### config.mk
export PLATFORM = sky130hd
export DESIGN_NAME = two_wire_status_irq
export DESIGN_NICKNAME = d
export VERILOG_FILES = /design/src/core/two_wire_pkg.sv /design/src/core/two_wire_status_irq.sv
export VERILOG_INCLUDE_DIRS = /design/src /design/src/core
export SDC_FILE = /design/constraint.sdc
export NUM_CORES = 1
export LEC_CHECK = 0
export BUFFER_PORTS_ARGS = -buffer_cell sky130_fd_sc_hd__clkbuf_2
export CAP_MARGIN = 20
export CORE_MARGIN = 5
export CORE_UTILIZATION = 51
export CTS_CLUSTER_SIZE = 28
export DETAILED_ROUTE_END_ITERATION = 7
export GPL_ROUTABILITY_DRIVEN = 0
export PLACE_DENSITY_LB_ADDON = 0.3
export REMOVE_ABC_BUFFERS = 1
export SLEW_MARGIN = 20
export SYNTH_ARGS = -nofsm -noshare
export SYNTH_HDL_FRONTEND = slang
export SYNTH_SLANG_ARGS = --single-unit
export TNS_END_PERCENT = 30
### constraint.sdc
create_clock -name pclk -period 2.52 [get_ports pclk]
set_input_delay 0 -clock pclk [delete_from_list [all_inputs] [get_ports pclk]]
set_output_delay 0 -clock pclk [all_outputs]
set_load 0.005 [all_outputs]
### src/core/two_wire_cfg.svh
// Register offsets, status bit positions and reset values.
`ifndef TWO_WIRE_CFG_SVH
`define TWO_WIRE_CFG_SVH
`define OFS_STATUS     8'h00
`define OFS_IRQ_SET    8'h04
`define OFS_IRQ_CLEAR  8'h08
`define OFS_IRQ_MASK   8'h0c
`define B_XFER_DONE    0
`define B_RX_READY     1
`define B_TX_EMPTY     2
`define B_SLV_DIR      3
`define B_SLV_ACC      4
`define B_GEN_CALL     5
`define B_OVERRUN      6
`define B_NOT_ACK      8
`define B_ARB_LOST     9
`define B_CLK_WAIT     10
`define B_END_SLV      11
`define B_END_RX       12
`define B_END_TX       13
`define B_RX_FULL      14
`define B_TXB_EMPTY    15
`define STATUS_RST     16'hf009
`define STATUS_FLOPS   16'h3b7f
`define READ_CLEARS    16'h0b60
`define IRQ_USED       16'hff77
`define IRQ_MASK_RST   16'h0000
`endif

### src/core/two_wire_pkg.sv
// Types shared by the two-wire status and interrupt block.
package two_wire_pkg;
  typedef enum logic [1:0] {
    MODE_OFF    = 2'h0,
    MODE_MASTER = 2'h1,
    MODE_SLAVE  = 2'h3
  } op_mode_t;
  typedef struct packed {
    logic thr_write;
    logic rhr_read;
    logic rhr_load;
    logic ms_enable;
  } host_ev_t;
  typedef struct packed {
    logic byte_to_shift;
    logic nack;
    logic frame_start;
    logic frame_done;
    logic arb_lost;
  } mst_ev_t;
  typedef struct packed {
    logic addr_match;
    logic addr_read;
    logic gen_call;
    logic byte_done;
    logic nack;
    logic char_due;
  } slv_ev_t;
  typedef struct packed {
    logic rx_zero;
    logic rx_next_zero;
    logic tx_zero;
    logic tx_next_zero;
    logic rx_write;
    logic tx_write;
  } dma_t;
endpackage

### src/core/two_wire_status_irq.sv
// Status flags, interrupt mask and APB slave of the two-wire controller.
`timescale 1ns/1ps
`include "two_wire_cfg.svh"

module two_wire_status_irq #(
  parameter int ADDR_W = 8
) (
  // APB slave
  input  wire logic                  pclk,
  input  wire logic                  presetn,
  input  wire logic                  psel,
  input  wire logic                  penable,
  input  wire logic                  pwrite,
  input  wire logic [ADDR_W-1:0]     paddr,
  input  wire logic [31:0]           pwdata,
  output logic      [31:0]           prdata,
  output logic                       pready,
  output logic                       pslverr,
  // Mode and events from the protocol engine
  input  wire two_wire_pkg::op_mode_t mode,
  input  wire two_wire_pkg::host_ev_t host_ev,
  input  wire two_wire_pkg::mst_ev_t  mst_ev,
  input  wire two_wire_pkg::slv_ev_t  slv_ev,
  input  wire two_wire_pkg::dma_t     dma,
  // Two-wire bus pins
  input  wire logic                  scl_i,
  input  wire logic                  sda_i,
  output logic                       scl_o,
  output logic                       scl_oe_n,
  // Engine controls and interrupt
  output logic                       ack_en,
  output logic                       tx_halt,
  output logic                       irq
);
  import two_wire_pkg::*;

  localparam logic [15:0] FLOPS = `STATUS_FLOPS;
  localparam logic [15:0] RSTV  = `STATUS_RST;

  if (ADDR_W < 8) begin : g_bad_width
    $error("ADDR_W must be at least 8");
  end

  logic [15:0] sr_q;
  logic [15:0] imr;
  logic [15:0] set_v;
  logic [15:0] clr_v;
  logic [15:0] comb_v;
  logic        scl_s1, scl_s2, scl_s3;
  logic        sda_s1, sda_s2, sda_s3;

  // Pins are asynchronous to pclk, so two stages come before any use.
  always_ff @(posedge pclk or negedge presetn) begin
    if (!presetn) begin
      {scl_s1, scl_s2, scl_s3} <= 3'h7;
      {sda_s1, sda_s2, sda_s3} <= 3'h7;
    end else begin
      {scl_s1, scl_s2, scl_s3} <= {scl_i, scl_s1, scl_s2};
      {sda_s1, sda_s2, sda_s3} <= {sda_i, sda_s1, sda_s2};
    end
  end

  wire scl_high  = scl_s2 & scl_s3;
  wire bus_start = scl_high & sda_s3 & ~sda_s2;
  wire bus_stop  = scl_high & ~sda_s3 & sda_s2;
  wire is_m      = (mode == MODE_MASTER);
  wire is_s      = (mode == MODE_SLAVE);

  // APB decode.
  wire [7:0] ofs      = paddr[7:0];
  wire       hit_sr   = (ofs == `OFS_STATUS);
  wire       hit_set  = (ofs == `OFS_IRQ_SET);
  wire       hit_clr  = (ofs == `OFS_IRQ_CLEAR);
  wire       hit_mask = (ofs == `OFS_IRQ_MASK);
  wire       hit_any  = hit_sr | hit_set | hit_clr | hit_mask;
  wire       setup    = psel & ~penable;
  wire       access   = psel & penable;
  wire       wr_set   = access & pwrite & hit_set;
  wire       wr_clr   = access & pwrite & hit_clr;
  wire       rd_sr    = access & ~pwrite & hit_sr;
  wire [31:0] rd_mux  = hit_sr   ? {16'h0000, sr_q} :
                        hit_mask ? {16'h0000, imr}  : 32'h0000_0000;

  assign pready  = 1'b1;
  assign pslverr = access & ~hit_any;
  assign scl_o   = 1'b0;

  // Read data is captured at setup, so a read clears only the flags it
  // returned; a flag set after the capture survives the read.
  wire [15:0] rd_clr_raw = rd_sr ? (prdata[15:0] & `READ_CLEARS) : 16'h0000;
  wire [15:0] rd_clr     = {rd_clr_raw[15:7],
                            rd_clr_raw[6] & prdata[`B_XFER_DONE],
                            rd_clr_raw[5:0]};

  always_ff @(posedge pclk or negedge presetn) begin
    if (!presetn) begin
      prdata <= 32'h0000_0000;
    end else if (setup) begin
      prdata <= rd_mux;
    end
  end

  // Mask register.
  always_ff @(posedge pclk or negedge presetn) begin
    if (!presetn) begin
      imr <= `IRQ_MASK_RST;
    end else if (wr_set) begin
      imr <= imr | (pwdata[15:0] & `IRQ_USED);
    end else if (wr_clr) begin
      imr <= imr & ~pwdata[15:0];
    end
  end

  // Clock stretch while the slave waits on software.
  wire need_sw = sr_q[`B_SLV_DIR] ? sr_q[`B_TX_EMPTY] : sr_q[`B_RX_READY];
  wire halted  = sr_q[`B_TX_EMPTY] & sr_q[`B_NOT_ACK];
  wire stretch = is_s & sr_q[`B_SLV_ACC] & slv_ev.char_due & need_sw
                 & ~(sr_q[`B_SLV_DIR] & halted);

  // Hardware set terms.
  assign set_v[`B_XFER_DONE] = (is_m & (mst_ev.frame_done
                               | mst_ev.arb_lost | mst_ev.nack))
                               | (is_s & bus_stop);
  assign set_v[`B_RX_READY]  = host_ev.rhr_load;
  assign set_v[`B_TX_EMPTY]  = (is_m & (mst_ev.byte_to_shift
                               | mst_ev.nack))
                               | host_ev.ms_enable
                               | (is_s & slv_ev.byte_done);
  assign set_v[`B_SLV_DIR]   = is_s & slv_ev.addr_match
                               & slv_ev.addr_read;
  assign set_v[`B_SLV_ACC]   = is_s & slv_ev.addr_match;
  assign set_v[`B_GEN_CALL]  = is_s & slv_ev.gen_call;
  assign set_v[`B_OVERRUN]   = is_m & host_ev.rhr_load
                               & sr_q[`B_RX_READY];
  assign set_v[7]            = 1'b0;
  assign set_v[`B_NOT_ACK]   = (is_m & mst_ev.nack)
                               | (is_s & slv_ev.nack
                               & sr_q[`B_SLV_DIR]);
  assign set_v[`B_ARB_LOST]  = is_m & mst_ev.arb_lost;
  assign set_v[`B_CLK_WAIT]  = 1'b0;
  assign set_v[`B_END_SLV]   = sr_q[`B_SLV_ACC] & clr_v[`B_SLV_ACC]
                               & ~set_v[`B_SLV_ACC];
  assign set_v[`B_END_RX]    = is_m & dma.rx_zero;
  assign set_v[`B_END_TX]    = is_m & dma.tx_zero;
  assign set_v[15:14]        = 2'h0;

  // Hardware clear terms, merged with read-to-clear.
  wire [15:0] hw_clr;
  assign hw_clr[`B_XFER_DONE] = (is_m & mst_ev.frame_start)
                                | (is_s & bus_start);
  assign hw_clr[`B_RX_READY]  = host_ev.rhr_read;
  assign hw_clr[`B_TX_EMPTY]  = host_ev.thr_write;
  assign hw_clr[`B_SLV_DIR]   = is_s & slv_ev.addr_match
                                & ~slv_ev.addr_read;
  assign hw_clr[`B_SLV_ACC]   = slv_ev.nack | bus_stop;
  assign hw_clr[11:5]         = 7'h00;
  assign hw_clr[`B_END_RX]    = dma.rx_write;
  assign hw_clr[`B_END_TX]    = dma.tx_write;
  assign hw_clr[15:14]        = 2'h0;
  assign clr_v = hw_clr | rd_clr;

  // Level flags that follow their sources directly.
  assign comb_v = {is_m & dma.tx_zero & dma.tx_next_zero,
                   is_m & dma.rx_zero & dma.rx_next_zero,
                   3'h0, stretch, 10'h000};

  // One sticky flop per flag set in STATUS_FLOPS, the others take comb_v; a set in the clearing cycle wins.
  for (genvar i = 0; i < 16; i++) begin : g_flag
    if (FLOPS[i]) begin : g_ff
      always_ff @(posedge pclk or negedge presetn) begin
        if (!presetn) begin
          sr_q[i] <= RSTV[i];
        end else begin
          sr_q[i] <= set_v[i] | (sr_q[i] & ~clr_v[i]);
        end
      end
    end else begin : g_lvl
      assign sr_q[i] = comb_v[i];
    end
  end

  // Registered controls toward the pins and the engine, and the interrupt output.
  always_ff @(posedge pclk or negedge presetn) begin
    if (!presetn) begin
      scl_oe_n <= 1'b1;
      ack_en   <= 1'b0;
      tx_halt  <= 1'b0;
      irq      <= 1'b0;
    end else begin
      scl_oe_n <= ~stretch;
      ack_en   <= is_s & sr_q[`B_SLV_ACC] & ~sr_q[`B_SLV_DIR];
      tx_halt  <= is_s & halted;
      irq      <= |(sr_q & imr);
    end
  end
endmodule

# Word-level counts from Yosys, hierarchy flattened
# Cells that the tools add are included.
# word_totals
register_bits,70
out_inout_bits,39
wordCells,145
# op_classes
n_eq_ne,5
mux,6
bitwise_logic,107
n_reduce_logical,3
# op_table
operator,n
$mux 16,4
$and 1x1->1,56
$and 16x16->16,2
$or 1x1->1,24
$not 1->1,22
$eq 8x4->1 const B,2
$not 16->16,1
$or 16x16->16,1
$reduce_or 16->1,1
$or 14x12->14,1
$mux 12,1
$eq 8x3->1 const B,1
$logic_not 8->1,1
$eq 2x1->1 const B,1
$eq 2x2->1 const B,1
$reduce_bool 2->1,1
$mux 1,1

# Longest topological paths before layout
# logic_depth
ltp_word,9
ltp_mapped,6
mapped_depth_nobuf,4

# Worst setup path after synthesis
# No wires, ideal clock.
# synth_timing
kind,input port to flip-flop
from,input port paddr[5]
to,register prdata[12]
setup_time_ns,0.062
t_arrival_ns,1.276
required_ns,2.458
setup_slack_ns,1.181
cell_stages,5
cell_sequence,or4_4 nor4_4 buf_6 a22o_1 a21o_2
# synth_between
elab_chain_len,3
# synth_lines
element,line,source
from (decl),two_wire_status_irq.sv:14,"input wire logic [ADDR_W-1:0] paddr,"
$eq 8x4->1 (no line),--,
$mux 16,two_wire_status_irq.sv:82,"hit_mask ? {16'h0000, imr} : 32'h0000_0000;"
$mux 16 (*),two_wire_status_irq.sv:81,"wire [31:0] rd_mux = hit_sr ? {16'h0000, sr_q} :"
to (signal assigned),two_wire_status_irq.sv:99,prdata <= rd_mux;
to (decl),two_wire_status_irq.sv:16,"output logic [31:0] prdata,"
# Every way passes the cells marked *; elsewhere a longest branch is shown, timed or not.
# A chain may end at the register's enable or synchronous reset.

# Worst setup path after layout
# layout_timing
from,register sr_q[8]
to,register irq
# layout_between
elab_chain_len,6
# layout_lines
element,line,source
from (decl),two_wire_status_irq.sv:44,logic [15:0] sr_q;
"from (signal, indexed assignment)",two_wire_status_irq.sv:172,sr_q[i] <= RSTV[i];
"from (signal, indexed assignment)",two_wire_status_irq.sv:174,sr_q[i] <= set_v[i] | (sr_q[i] & ~clr_v[i]);
$and 1x1->1,two_wire_status_irq.sv:116,wire halted = sr_q[`B_TX_EMPTY] & sr_q[`B_NOT_ACK];
$and 1x1->1,two_wire_status_irq.sv:118,& ~(sr_q[`B_SLV_DIR] & halted);
$not 1->1,two_wire_status_irq.sv:118,
$and 1x1->1,two_wire_status_irq.sv:117,wire stretch = is_s & sr_q[`B_SLV_ACC] & slv_ev.char_due & need_sw
$and 16x16->16 (*),two_wire_status_irq.sv:193,irq <= |(sr_q & imr);
$reduce_or 16->1 (*),two_wire_status_irq.sv:193,
to (signal assigned),two_wire_status_irq.sv:193,
to (decl),two_wire_status_irq.sv:33,output logic irq
# Marked as above.

==> flow_summary.toml <==
[drt]
drt_iter0_drc = 146
route.detailed.drc = 0
dr_total_vias = 2164
routed_wl_um = 6140
first_pass_iters = 4
via_per_inst = 5.12
wl_per_cell_um = 14.5
antenna_left = 0

[sta]
setup-violations-final = 0
tns_ns = 0
worst_slew_pin_slew_ns = 0.941
hold_violations = 0
period_share_pct = 60.7
fmax_mhz = 653
rsz0062_at_grt = "no"
worst_clock_skew_ns = 0.00787
max_slew_margin_pct = 37.3
finalCriticalPeriod_ns = 1.53
finalMaxSlewViolations = 0

[clocking]
worstSkewPairLatency_ns = 0.30
clk_pin_slew_worst_paths_ns = 0.09
cts.sinks = 54
cts_htree_levels = 2
numCtsBuffers = 5
tritoncts = "yes"
cts.root.buffer_cell = "clkbuf_8"
clk_path_buf_depth = 2
cts_resized = 0

[global_routing]
grt_start_max_net_pins = 45
grt_pass1_wl_um = 9720
grt_pass1_vias = 2099
track_usage_pct = 19.4
antenna_found_initial = 0
grt_overflow_total = 0

[worst_setup_path]
worstPathArrival_ns = 1.72
crit_type = "reg -> reg"
setup.worst_path.start_class = "flop"
worst_ep_required_time_ns = 2.71
cp-end-kind = "flop"
path_max_fanout = 5

[floorplanning]
start_util_pct = 51.8
core_area_um2 = 5010
die_x_um = 81.3
die_h_um = 81.3
row_count = 26
io_pins = 109
die_area_um2 = 6610

[power_and_ir_drop]
ir_drop_v = 0.000328
power_density_nw_per_um2 = 473
leakage_nw = 1.83

[synth]
async_flop_share_pct = 100
yosysMostFrequentCell = "dfrtp_1"
synth-seq-cells = 54
syn_area_um2 = 2590
yosys_warnings = 0
synthCells = 247
yosys.cell_types.count = 41
ys_seq_area_share_pct = 52.6
ys.flop_type = "dfrtp_1"
synthTopCellsByCount = "dfrtp_1 (43), nand2_1 (38), inv_1 (23), buf_4 (20), o21ai_0 (19)"
synth_top_area_share_pct = 41.5
synthTopCellsByArea = "dfrtp_1 (41%), dfstp_2 (11%), a22o_1 (6.1%)"
yosysTopAreaCell = "dfrtp_1"
synth_area_per_cell_um2 = 10.5
synth-edff-count = 0

[placed_design]
dp_hpwl_um = 4360
port_buffers = 74
dp.cells = 384

[layout]
area.growth.synth_to_final_pct = 29.4
diodes = 0
instances_no_fill = 423
fill_cells = 421
drive_gt1_share_pct = 32.3
nNetsFinal = 422

[min_path]
hold_path.class = "in -> reg"

[flow_run]
cap_violations = 0

[run_status]
status = "complete, no violations"
-- routing by layer --
| metal | global-route usage [%] | part of all wire, % | vias up |
|---|---|---|---|
| met2 | 34.0 | 52 | 68 |
| met5 | 0 | 0 | - |
| met4 | 5.57 | 0.90 | 0 |
| met3 | 4.43 | 7.0 | 7 |
| met1 | 23.7 | 40 | 1041 |
| li1 | - | - | 1048 |
-- cell usage in the layout, fill, tap and decap left out, types with 3 or more instances in the layout --
master / count
a21o_1: 5
a21o_2: 8
a221o_1: 3
a221oi_1: 3
a22o_1: 18
a32o_1: 4
and3_1: 3
buf_4: 4
clkbuf_2: 73
clkbuf_8: 6
conb_1: 18
dfrtp_1: 43
dfstp_2: 11
dlygate4sd3_1: 31
inv_1: 23
nand2_1: 38
nand3_1: 5
nand4_1: 4
nor4_4: 3
o21ai_0: 19
-- power by group --
part	leakage [nW]	switching [mW]	internal (mW)
sequential	0.681	0.0227	0.900
clock	0.0455	0.255	0.225
combinational	1.10	0.0898	0.0943
-- through the flow --
stage | instance area, um2 | total power, mW | util (%) | hold slack [ns] | worst slack, ns
after floorplan | 2470 | 0.987 | - | -0.296 | 0.983
after global placement | 2960 | 1.08 | 59.0 | 0.0881 | 0.849
after detailed placement | 2960 | 1.08 | 59.0 | 0.0896 | 0.811
after CTS | 3360 | 1.60 | 67.0 | 0.0272 | 0.995
after global routing | 3360 | 1.67 | 67.0 | 0.0429 | 0.866
final | 3360 | 1.59 | 67.0 | 0.0335 | 0.990
-- final cells by class --
cell class	instances	area, um2	share of cell area [%]
clock buffers	8	90.1	2.68
inverters	23	86.3	2.57
multi-input cells	159	1020	30.3
flip-flops and latches	54	1370	40.7
well taps	70	87.6	2.61
repair buffers	109	711	21.2
-- final timing paths --
kind / endpoint / cells past startpoint / from / slack, ns
max: irq / 4 / sr_q[8] / 0.99
min: sr_q[0] / 3 / mst_ev[2] / 0.03
max reg2reg: irq / 4 / sr_q[8] / 0.99
min reg2reg: sda_s2 / 0 / sda_s1 / 0.36
max in group asynchronous: prdata[1] / 3 / presetn / 1.47
min in group asynchronous: prdata[15] / 2 / presetn / 0.38
-- kinds of logic after synthesis --
family	after synthesis	synth area share [%]
muxes	1	0.434
buffers and inverters	50	10.5
DFF	54	52.6
other	2	0.289
and+or+nand+nor	72	16.2
AOI/OAI and AO/OA	68	19.9
-- critical path: stages, from the launching register on --
cell and delay, ns:
dfrtp_1 0.44, a22o_1 0.23, a221oi_1 0.33, nand4_1 0.16
a221o_1 0.27
-- timing repair --
action                                  4_1_cts  5_1_grt
hold buffers                                 31        0
buffers inserted                              0        0
hold endpoints to repair                     57        0
endpoints found under the setup margin        0        0
(Power assumes the default switching activity.)
